[src/sar_readout_pkg.sv]
// Shared constants and types for the serial conversion and readout sequencer
package sar_readout_pkg;

	localparam int RESULT_W = 14;
	localparam int FILL_W = 2;
	localparam int FRAME_W = RESULT_W + FILL_W;
	localparam int SAMPLE_FALLS = 5;
	localparam int FIFO_DEPTH = 8;
	localparam int CNT_W = 3;
	localparam int IDX_W = 4;
	localparam int SYNC_W = RESULT_W + 2;

	// Falls already counted when the last sampling fall arrives
	localparam logic [CNT_W-1:0] SAMPLE_LAST = CNT_W'(SAMPLE_FALLS - 1);
	localparam logic [IDX_W-1:0] MSB_IDX = IDX_W'(FRAME_W - 1);
	localparam logic [IDX_W-1:0] LSB_END = IDX_W'(RESULT_W);
	localparam logic [IDX_W-1:0] LSB_BASE = IDX_W'(FILL_W);
	localparam logic [IDX_W-1:0] IDX_ZERO = 4'h0;
	localparam logic [CNT_W-1:0] CNT_ZERO = 3'h0;
	localparam logic [FILL_W-1:0] FILL_BITS = 2'h0;

	typedef enum logic [2:0] {
		ph_idle = 3'b000,
		ph_sample = 3'b001,
		ph_lead = 3'b010,
		ph_msb = 3'b011,
		ph_lsb = 3'b100,
		ph_done = 3'b101
	} phase_type;

endpackage : sar_readout_pkg

[src/stream_if.sv]
// Valid/ready word stream with a flush line, between sequencer and buffer
interface stream_if #(
	parameter int WIDTH = 16
) ();
	logic valid;
	logic ready;
	logic flush;
	logic [WIDTH-1:0] data;

	modport src (
		output valid,
		output data,
		output flush,
		input ready
	);

	modport snk (
		input valid,
		input data,
		input flush,
		output ready
	);
endinterface : stream_if

[src/pin_sync.sv]
// Two-stage synchroniser for pin inputs
module pin_sync #(
	parameter int WIDTH = 16
) (
	input logic ref_clk,
	input logic srst,
	input logic [WIDTH-1:0] pin_in,
	output logic [WIDTH-1:0] pin_sync_out
);

	typedef struct packed {
		logic [WIDTH-1:0] first;
		logic [WIDTH-1:0] second;
	} sync_state_type;

	sync_state_type s_r;
	sync_state_type s_nxt;

	always_comb begin
		s_nxt = s_r;
		s_nxt.first = pin_in;
		s_nxt.second = s_r.first;
	end

	always_ff @(posedge ref_clk) begin
		if (srst) begin
			s_r <= '0;
		end else begin
			s_r <= s_nxt;
		end
	end

	assign pin_sync_out = s_r.second;

endmodule : pin_sync

[src/stream_fifo.sv]
// Word FIFO with valid/ready on both sides and a synchronous flush
module stream_fifo #(
	parameter int WIDTH = 16,
	parameter int DEPTH = 8
) (
	input logic ref_clk,
	input logic srst,
	stream_if.snk push,
	stream_if.src pop
);

	localparam int AW = $clog2(DEPTH);
	localparam logic [AW:0] FULL_COUNT = (AW + 1)'(DEPTH);

	typedef struct packed {
		logic [DEPTH-1:0][WIDTH-1:0] mem;
		logic [AW-1:0] wr;
		logic [AW-1:0] rd;
		logic [AW:0] count;
	} fifo_state_type;

	fifo_state_type s_r;
	fifo_state_type s_nxt;
	logic do_push;
	logic do_pop;

	assign push.ready = (s_r.count != FULL_COUNT);
	assign pop.valid = (s_r.count != '0);
	assign pop.data = s_r.mem[s_r.rd];
	assign pop.flush = 1'b0;
	assign do_push = push.valid && push.ready;
	assign do_pop = pop.valid && pop.ready;

	always_comb begin
		s_nxt = s_r;
		if (push.flush) begin
			s_nxt.wr = '0;
			s_nxt.rd = '0;
			s_nxt.count = '0;
		end else begin
			if (do_push) begin
				s_nxt.mem[s_r.wr] = push.data;
				s_nxt.wr = s_r.wr + 1'b1;
			end
			if (do_pop) begin
				s_nxt.rd = s_r.rd + 1'b1;
			end
			if (do_push && !do_pop) begin
				s_nxt.count = s_r.count + 1'b1;
			end else if (do_pop && !do_push) begin
				s_nxt.count = s_r.count - 1'b1;
			end
		end
	end

	always_ff @(posedge ref_clk) begin
		if (srst) begin
			s_r <= '0;
		end else begin
			s_r <= s_nxt;
		end
	end

endmodule : stream_fifo

[src/sar_adc_serial_readout.sv]
// Serial conversion and readout sequencer for a 14-bit differential SAR converter
// Operation
// - Every serial output bit is launched on a falling conversion clock edge.
// - Select falling starts a conversion and its serial transfer.
// - First 4.5 to 5.0 clock periods after selection sample the input.
// - At the fifth falling edge output enables and drives one low bit.
// - Next 16 periods send 14 result bits MSB first, then two zeros.
// - Further clocks with select low resend result LSB first after a zero.
// - Select rising puts the serial output into high impedance.
// - While deselected, clock edges change neither state nor output.
// - Only a high then low select starts another conversion.
// - Result is two's complement in 16 bits with two trailing zeros.
// - Power down when conversion completes and whenever deselected.
// - After completion with select low only the analog part sleeps.
// - Serial data belongs to the conversion now running, no pipeline delay.
module sar_adc_serial_readout
	import sar_readout_pkg::*;
(
	input logic ref_clk,
	input logic srst,
	input logic cs_n,
	input logic conversion_clock,
	input logic [RESULT_W-1:0] sample_code,
	output logic dout,
	output logic dout_oe,
	output logic analog_active,
	output logic digital_active
);

	typedef struct packed {
		phase_type phase;
		logic cs_last;
		logic clk_last;
		logic [CNT_W-1:0] falls;
		logic [IDX_W-1:0] idx;
		logic loaded;
		logic [FRAME_W-1:0] frame;
		logic dout;
		logic oe;
	} seq_state_type;

	seq_state_type s_r;
	seq_state_type s_nxt;

	logic [SYNC_W-1:0] pins_sync;
	logic [RESULT_W-1:0] code_s;
	logic cs_s;
	logic clk_s;
	logic cs_fell;
	logic clk_fell;
	logic [FRAME_W-1:0] cur_frame;

	stream_if #(.WIDTH(FRAME_W)) push_if ();
	stream_if #(.WIDTH(FRAME_W)) pop_if ();

	function automatic logic bit_at(
		input logic [FRAME_W-1:0] f,
		input logic [IDX_W-1:0] i
	);
		return f[i];
	endfunction : bit_at

	pin_sync #(.WIDTH(SYNC_W)) u_pin_sync (
		.ref_clk(ref_clk),
		.srst(srst),
		.pin_in({sample_code, cs_n, conversion_clock}),
		.pin_sync_out(pins_sync)
	);

	stream_fifo #(.WIDTH(FRAME_W), .DEPTH(FIFO_DEPTH)) u_result_fifo (
		.ref_clk(ref_clk),
		.srst(srst),
		.push(push_if.snk),
		.pop(pop_if.src)
	);

	assign code_s = pins_sync[SYNC_W-1:2];
	assign cs_s = pins_sync[1];
	assign clk_s = pins_sync[0];

	// Edges seen on the synchronised pins
	assign cs_fell = !cs_s && s_r.cs_last;
	assign clk_fell = !clk_s && s_r.clk_last;

	// Freshly popped frame is used if the fall comes in the pop cycle
	assign cur_frame = s_r.loaded ? s_r.frame : pop_if.data;

	always_comb begin
		s_nxt = s_r;
		s_nxt.cs_last = cs_s;
		s_nxt.clk_last = clk_s;
		push_if.valid = 1'b0;
		push_if.data = {code_s, FILL_BITS};
		push_if.flush = (s_r.phase == ph_idle);
		pop_if.ready = 1'b0;
		if (cs_s) begin
			// Deselected: float the output and freeze on idle
			s_nxt.phase = ph_idle;
			s_nxt.oe = 1'b0;
			s_nxt.dout = 1'b0;
			s_nxt.falls = CNT_ZERO;
			s_nxt.idx = IDX_ZERO;
			s_nxt.loaded = 1'b0;
		end else if (cs_fell) begin
			s_nxt.phase = ph_sample;
			s_nxt.falls = CNT_ZERO;
			s_nxt.loaded = 1'b0;
			s_nxt.oe = 1'b0;
		end else begin
			case (s_r.phase)
				ph_sample: begin
					if (clk_fell) begin
						if (s_r.falls == SAMPLE_LAST) begin
							// Sampling window closes: hand the code to the buffer
							push_if.valid = 1'b1;
							if (push_if.ready) begin
								s_nxt.phase = ph_lead;
								s_nxt.oe = 1'b1;
								s_nxt.dout = 1'b0;
							end
						end else begin
							s_nxt.falls = s_r.falls + 1'b1;
						end
					end
				end
				ph_lead: begin
					pop_if.ready = !s_r.loaded;
					if (pop_if.valid && !s_r.loaded) begin
						s_nxt.frame = pop_if.data;
						s_nxt.loaded = 1'b1;
					end
					if (clk_fell) begin
						s_nxt.phase = ph_msb;
						s_nxt.frame = cur_frame;
						s_nxt.loaded = 1'b1;
						s_nxt.idx = MSB_IDX;
						s_nxt.dout = bit_at(cur_frame, MSB_IDX);
					end
				end
				ph_msb: begin
					if (clk_fell) begin
						if (s_r.idx == IDX_ZERO) begin
							s_nxt.phase = ph_lsb;
							s_nxt.dout = 1'b0;
						end else begin
							s_nxt.idx = s_r.idx - 1'b1;
							s_nxt.dout = bit_at(s_r.frame, s_r.idx - 1'b1);
						end
					end
				end
				ph_lsb: begin
					if (clk_fell) begin
						if (s_r.idx == LSB_END) begin
							s_nxt.phase = ph_done;
							s_nxt.dout = 1'b0;
						end else begin
							s_nxt.idx = s_r.idx + 1'b1;
							s_nxt.dout = bit_at(s_r.frame, LSB_BASE + s_r.idx);
						end
					end
				end
				ph_done: begin
					// Holds low until deselected; no restart while select stays low
					s_nxt.dout = 1'b0;
				end
				default: begin
					s_nxt.phase = ph_idle;
				end
			endcase
		end
	end

	always_ff @(posedge ref_clk) begin
		if (srst) begin
			s_r <= '0;
		end else begin
			s_r <= s_nxt;
		end
	end

	assign dout = s_r.dout;
	assign dout_oe = s_r.oe;
	// Comparator and array only run while a conversion is in flight
	assign analog_active = (s_r.phase == ph_sample) || (s_r.phase == ph_lead) ||
		(s_r.phase == ph_msb);
	assign digital_active = !cs_s;
endmodule : sar_adc_serial_readout

[config.mk]
export PLATFORM = sky130hd
export DESIGN_NAME = sar_adc_serial_readout
export DESIGN_NICKNAME = d
export VERILOG_FILES = /design/src/sar_readout_pkg.sv /design/src/stream_if.sv /design/src/pin_sync.sv /design/src/stream_fifo.sv /design/src/sar_adc_serial_readout.sv
export SDC_FILE = /design/constraint.sdc
export NUM_CORES = 1
export LEC_CHECK = 0
export BUFFER_PORTS_ARGS = -buffer_cell sky130_fd_sc_hd__buf_2
export CORE_MARGIN = 2
export CORE_UTILIZATION = 30
export CTS_CLUSTER_DIAMETER = 150
export DETAILED_ROUTE_END_ITERATION = 16
export PLACE_DENSITY = 0.47
export SYNTH_ARGS = -nofsm -noshare
export SYNTH_HDL_FRONTEND = slang
export SYNTH_HIERARCHICAL = 1
export SYNTH_SLANG_ARGS = --single-unit
[constraint.sdc]
create_clock -name ref_clk -period 7.1 [get_ports ref_clk]
set_input_delay 0.355 -clock ref_clk [delete_from_list [all_inputs] [get_ports ref_clk]]
set_output_delay 0.355 -clock ref_clk [all_outputs]
set_load 0.01 [all_outputs]
**Word-level counts from Yosys, hierarchy flattened**

Index checks and enable logic that the tools add are counted.

- Bits in registers: 201
- Bits of input ports: 18
- Output and inout bits: 4
- Logic and storage cells: 150

- Bitwise logic cells: 5
- Order comparisons: 5
- Multiplexer cells: 45
- Add/subtract/negate cells: 8
- Eq/ne operators: 28
- Reduce and logical (&&, ||, !) cells: 35

Operators by type and width:

| cell | count |
|---|---|
| 128-bit bitwise mux | 1 |
| 16-bit binary-select mux with 3-bit select | 1 |
| 16-bit demux with 3-bit select | 1 |
| 16-bit 2-to-1 mux | 3 |
| 3-bit 2-to-1 mux | 8 |
| 4-bit 2-to-1 mux | 6 |
| 22-bit 2-to-1 mux | 1 |
| 2-bit != test (second input constant) | 11 |
| 3-bit != test (second input constant) | 7 |
| 9-bit AND reduction | 2 |
| 17-bit 2-to-1 mux | 1 |
| 1-bit 2-to-1 mux | 15 |
| 3-bit case mux with 5 select lines | 1 |
| 4-bit case mux with 3 select lines | 1 |
| 4-bit by 5-bit less-than comparator with 1-bit output (second input constant) | 2 |
| 3-bit by 1-bit adder with 3-bit output (second input constant) | 3 |
| 3-bit equality test (second input constant) | 3 |
| 4-bit by 1-bit adder with 4-bit output (second input constant) | 2 |
| 1-bit binary-select mux with 4-bit select | 2 |
| 1-bit logical AND | 8 |
| 3-bit by 4-bit less-than comparator with 1-bit output (second input constant) | 2 |
| 4-bit AND reduction | 2 |
| 8-bit AND reduction | 1 |
| 4-bit by 1-bit subtractor with 4-bit output (second input constant) | 2 |
| 25 further kinds | 40 |

**Longest topological paths before layout**

Gate-level depths: netlist of the first run.

- Depth in word-level cells: 11
- Depth in mapped cells: 14
- Depth with buffers taken out: 13

**Hierarchy**

The synthesis of the first run kept the hierarchy.

By module, submodules not included:

| module | seq. area each (um^2) | area each (um^2) | cells each | instances |
|---|---|---|---|---|
| stream_fifo | 2,762.6 | 6,373.6 | 711 | 1 |
| sar_adc_serial_readout | 620.6 | 1,900.6 | 201 | 1 |
| pin_sync | 640.6 | 863.3 | 67 | 1 |

**Worst setup path before layout of the first run**

OpenSTA, ideal clock, no wires.

- Kind: register -> register
- Start: register, netlist name s_r[26]
- End: register u_result_fifo/s_r[3] (netlist bit)
- Buffers on the path: 2
- Library setup time: 0.057 ns
- Slack: 4.257 ns
- Data required time: 7.043 ns
- Stages on the path, launching flop included: 15
- Arrival time: 2.786 ns
- Period minus slack after synthesis: 2.843 ns
- Cells stage by stage: dfxtp_1 -> nor2b_1 -> clkbuf_1 -> buf_2 -> nand2_1 -> nor4_1 -> nand2_1 -> inv_1 -> ha_1 -> inv_1 -> ha_1 -> a21oi_1 -> a211o_1 -> a211oi_1 -> a31o_2

RTL lines:

| what | line | text |
|---|---|---|
| end signal, assigned | stream_fifo.sv:60 | `s_r <= s_nxt;` |
| end, declared | stream_fifo.sv:22 | `fifo_state_type s_r;` |

==> impl_metrics.py, run 1 <==
metrics = {
    "die": {
        "coreArea_sq_mm": 0.0298,
        "initial_core_util": 0.306,
        "design.die.area_sq_mm": 0.0318,
        "ios": 22,
        "die_width_um": 178,
        "placement_rows": 63,
        "die_y_um": 178,
    },
    "clock_tree": {
        "clk_latency_ns": 0.51,
        "htreeDepth": 1,
        "ctsHoldBuffers": 0,
        "cts.repair.resized": 0,
        "cts_root_buffer": "clkbuf_16",
        "cts.sinks": 201,
        "cts.path.max_buffers": 3,
        "cts_tree": "yes",
        "clkSlewWorstSetupHoldPaths_ns": 0.06,
        "numCtsBuffers": 23,
        "cts_setup_buffers": 0,
    },
    "setup_path": {
        "worst-path-max-fanout": 16,
        "cpMostUsedCell": "nand2_1",
        "cp.required_ns": 7.53,
        "cpPeakStageDelay_ns": 0.94,
        "worstSetupPathType": "reg2reg",
        "critPathSlowestCell": "and3_1",
        "endpoint_kind": "register",
        "crit_buf_inv": 0,
        "start_kind": "register",
        "worstPathCellList": "nand2b_1, nor2_1, nand2_1, nor4_1, nor2b_1, and3_1, nand2_1, a21oi_1",
        "arrival_ns": 4.18,
        "crit_family": "simple AND/OR/NAND/NOR gates",
    },
    "routing": {
        "via_per_inst": 4.82,
        "drtAntennaViolNets": 0,
        "wl_per_cell_um": 17.0,
        "drt_iter0_markers": 520,
        "vias": 6523,
        "drc": 0,
        "routed_wl_um": 23000,
        "firstDrtPassIters": 5,
    },
    "place": {
        "io_buffers": 21,
        "place_congestion": 0.751,
        "dp.cells": 1311,
        "dp_hpwl_um": 13600,
    },
    "power": {
        "leakage_nw": 3.44,
        "power_mw": 2.39,
        "irDropWorstVdd_uv": 162,
        "power_density_mw_per_mm2": 238,
    },
    "layout": {
        "final_common_cell": "nand2_1",
        "nets": 978,
        "final_cell_mix": "269 x nand2_1, 200 x dfxtp_1, 110 x a21oi_1",
        "layout.cells.non_filler": 1353,
        "antenna_cells": 0,
        "final_util": 0.336,
        "layout-drive-gt1-share": 0.178,
        "area_growth_pct": 9.78,
    },
    "timing": {
        "hold_violations": 0,
        "worst-slew-pin-transition_ns": 1.09,
        "relSlewSlack": 0.276,
        "maxSlewViolCount": 0,
        "fin_crit_sh": 0.528,
        "fin_crit_ns": 3.75,
        "rsz0062_at_grt": "false",
        "finalSetupViolCount": 0,
        "fmax_ghz": 0.267,
        "finalSetupTns_ns": 0,
        "finalClockSkew_ns": 0.00980,
    },
    "yosys": {
        "syn-cell-area_sq_mm": 0.00913,
        "synthesis.instances": 977,
        "yosysWarnings": 6,
        "synth.avg_cell_area_sq_um": 9.34,
    },
    "global_routing": {
        "first_global_vias": 6244,
        "grt_max_degree": 109,
        "grt_pass1_wl_um": 36200,
        "antenna_found_initial": 0,
        "grt_overflow": 0,
        "grt_use_total": 0.146,
    },
    "min_path": {
        "hp-class": "in2reg",
    },
    "run_status": {
        "status": "finished, final reports clean",
    },
    "run": {
        "drv_cap": 0,
    },
}
[worst paths after layout]
path | slack [ns] | startpoint | to | cells past startpoint
worst min register to register | 0.43 | u_pin_sync/s_nxt[4]$_SDFF_PP0_ | u_pin_sync/pin_sync_out[4]$_SDFF_PP0_ | 1
worst min-delay path | 0.05 | sample_code[5] | u_pin_sync/s_nxt[7]$_SDFF_PP0_ | 2
worst max-delay path | 3.35 | s_r[28]$_SDFFE_PP0P_ | u_result_fifo/s_r[119]$_SDFFE_PP0P_ | 8
worst max register to register | 3.35 | s_r[28]$_SDFFE_PP0P_ | u_result_fifo/s_r[119]$_SDFFE_PP0P_ | 8
[power by group]
group | total, mW | switching [mW] | internal (mW)
Sequential | 1.15 | 0.0104 | 1.14
Clock | 1.20 | 0.486 | 0.714
Combinational | 0.0398 | 0.0283 | 0.0115
[flip-flops by register name (all words and copies together), names as in the netlist]
| name | flops |
|---|---|
| u_pin_sync/s_nxt | 16 |
| u_result_fifo/s_r | 138 |
| u_pin_sync/pin_sync_out | 16 |
| dout | 1 |
| dout_oe | 1 |
| s_r | 29 |
[layer usage]
layer / routed length, um / global-route usage
met5: 0 / 0
met3: 708 / 0.0217
met1: 11600 / 0.210
met2: 10300 / 0.231
met4: 469 / 0.0312
[metrics by stage]
step | hold slack (ns) | setup slack, ns | cell area (sq um)
2_1_floorplan | 0.414 | 4.26 | 9130
3_3_place_gp | 0.417 | 3.51 | 9250
3_5_place_dp | 0.422 | 3.43 | 9250
4_1_cts | 0.0337 | 3.41 | 10000
5_1_grt | 0.0411 | 3.04 | 10000
6_report | 0.0478 | 3.35 | 10000
[worst reg2reg max path, cell delays in order (launching register included)]
cell and delay [ns]:
dfxtp_1 0.58, nand2b_1 0.18, nor2_1 0.26, nand2_1 0.09, nor4_1 0.53, nor2b_1 0.81
and3_1 0.95, nand2_1 0.12, a21oi_1 0.15
[cell type report]
cell class                      count  area [sq um]
Fill cell                        3088         19800
Multi-Input combinational cell    682          4540
Sequential cell                   201          4030
Clock buffer                       29           638
Tap cell                          390           488
Timing Repair Buffer               26           149
Clock inverter                     13           131
Inverter                           12          45.0
No activity file was read; power rests on OpenSTA's default activity.
==> run 2, diff against run 1 <==
==> constraint.sdc (replaced) <==
create_clock -name ref_clk -period 3.8 [get_ports ref_clk]
set_input_delay 0.19 -clock ref_clk [delete_from_list [all_inputs] [get_ports ref_clk]]
set_output_delay 0.19 -clock ref_clk [all_outputs]
set_load 0.01 [all_outputs]
==> impl_metrics.py, run 2 (synthesis results as in run 1) <==
metrics = {
    "run_status": {
        "status": "finished, final reports clean",
    },
    "clock_tree": {
        "cts_root_buffer": "clkbuf_16",
        "cts_setup_buffers": 0,
        "htreeDepth": 1,
        "clk_latency_ns": 0.52,
        "numCtsBuffers": 22,
        "clkSlewWorstSetupHoldPaths_ns": 0.06,
        "cts.sinks": 201,
        "cts_tree": "yes",
        "cts.path.max_buffers": 3,
    },
    "global_routing": {
        "first_global_vias": 6514,
        "antenna_found_initial": 0,
        "grt_pass1_wl_um": 37900,
        "grt_max_degree": 97,
        "grt_overflow": 0,
        "grt_use_total": 0.153,
    },
    "routing": {
        "firstDrtPassIters": 4,
        "drtAntennaViolNets": 0,
        "drt_iter0_markers": 385,
        "drc": 0,
        "via_per_inst": 4.81,
        "routed_wl_um": 23900,
        "wl_per_cell_um": 17.4,
        "vias": 6615,
    },
    "layout": {
        "final_cell_mix": "269 x nand2_1, 200 x dfxtp_1, 110 x a21oi_1",
        "largest_register_ff_count": 138,
        "area_growth_pct": 11.6,
        "final_common_cell": "nand2_1",
        "antenna_cells": 0,
        "nets": 1004,
        "layout-drive-gt1-share": 0.179,
        "stdcell_area_sq_mm": 0.0102,
        "fill_cells": 3060,
        "biggestRegsByFlops": "u_result_fifo/s_r: 138 flops, s_r: 29 flops",
        "largest_register": "u_result_fifo/s_r",
    },
    "timing": {
        "maxSlewViolCount": 0,
        "hold_ws_ns": 0.185,
        "finalClockSkew_ns": 0.0201,
        "finalSetupViolCount": 0,
        "finalSetupTns_ns": 0,
        "worst-slew-pin-transition_ns": 0.824,
        "fin_crit_ns": 3.27,
        "setup_slack_ns": 0.532,
        "fin_crit_sh": 0.860,
        "fmax_ghz": 0.306,
        "rsz0062_at_grt": "false",
        "relSlewSlack": 0.451,
        "hold_violations": 0,
    },
    "power": {
        "power_density_mw_per_mm2": 415,
        "leakage_nw": 3.50,
        "irDropWorstVdd_uv": 278,
    },
    "run": {
        "drv_cap": 0,
    },
    "setup_path": {
        "arrival_ns": 3.72,
        "cp.required_ns": 4.25,
        "endpoint_kind": "register",
        "worst-path-max-fanout": 15,
        "cpPeakStageDelay_ns": 0.59,
        "critPathSlowestCell": "dfxtp_1",
        "worstSetupPathType": "reg2reg",
        "worstPathCellList": "nand2b_1, nor2_1, nand2_1, nor4_2, nand2_1, inv_1, ha_1, inv_1, ha_1, a21oi_1, a211o_1, a211oi_1, a31o_2",
        "start_kind": "register",
        "reg2reg_depth": 13,
    },
    "die": {
        "die_y_um": 178,
        "placement_rows": 63,
        "initial_core_util": 0.306,
        "die_width_um": 178,
        "design.die.area_sq_mm": 0.0318,
        "coreArea_sq_mm": 0.0298,
        "ios": 22,
    },
    "place": {
        "io_buffers": 21,
        "place_congestion": 0.756,
        "preCtsSetupSlack_ns": 0.321,
        "dpl-instance-area_sq_mm": 0.00934,
        "dp_hpwl_um": 13900,
    },
    "min_path": {
        "min_path_cells": 2,
        "hp-class": "in2reg",
    },
}
## run 2: cell count changes in the layout (fill, tap and decap cells not counted), sizes merged
cell	delta
buf	+11
bufinv	-2
clkbuf	-1
clkinv	-2
clkinvlp	+2
dlygate4sd3	+16
inv	-2
## run 2: power breakdown
part / internal, mW / switching, mW
logic: 0.0328 / 0.0562
clock network: 1.11 / 0.885
registers: 2.12 / 0.0193
total: 3.27 / 0.961
## run 2: worst max-delay path: cells and delay by family, from the launching register on
kind	cells	cell delay, ns
AO/OA/AOI/OAI	4	0.76
AND/OR/NAND/NOR	5	1.18
buffers and inverters	2	0.18
flip-flops	1	0.59
adder cells (fa/ha/maj)	2	0.50
## run 2: metal layers
metal  share of wire  vias up  track usage
li1                -     3299            -
met1            0.46     3167        0.205
met2            0.47      116        0.263
met3           0.052       33       0.0190
met4           0.021        0       0.0329
met5               0        -            0
## run 2: cell type report
cell class	count	area [sq um]	share of cell area
Clock buffer	28	593	0.0582
Clock inverter	9	81.3	0.00799
Inverter	12	45.0	0.00442
Multi-Input combinational cell	682	4550	0.447
Sequential cell	201	4030	0.395
Tap cell	390	488	0.0479
Timing Repair Buffer	53	404	0.0397
## run 2: timing repair
| action | CTS | global route |
|---|---|---|
| hold buffers | 16 | 0 |
| endpoints found under the hold margin | 16 | 0 |
| setup endpoints to repair | 0 | 1 |
| gates resized for setup | 0 | 1 |
## run 2: final timing paths
path | startpoint | endpoint | slack [ns]
worst max-delay path | s_r[28]$_SDFFE_PP0P_ | u_result_fifo/s_r[3]$_SDFFE_PP0P_ | 0.53
worst min-delay path | srst | s_r[27]$_SDFF_PP0_ | 0.19
worst max register to register | s_r[28]$_SDFFE_PP0P_ | u_result_fifo/s_r[3]$_SDFFE_PP0P_ | 0.53
worst min register to register | u_pin_sync/s_nxt[0]$_SDFF_PP0_ | u_pin_sync/pin_sync_out[0]$_SDFF_PP0_ | 0.43
## run 2: stage by stage
stage	power, mW	cells	utilization
floorplan	2.24	978	-
global placement	2.27	1322	0.314
detailed placement	2.27	1322	0.314
CTS	4.29	1375	0.342
global route	4.39	1375	0.342
finish	4.23	1375	0.342
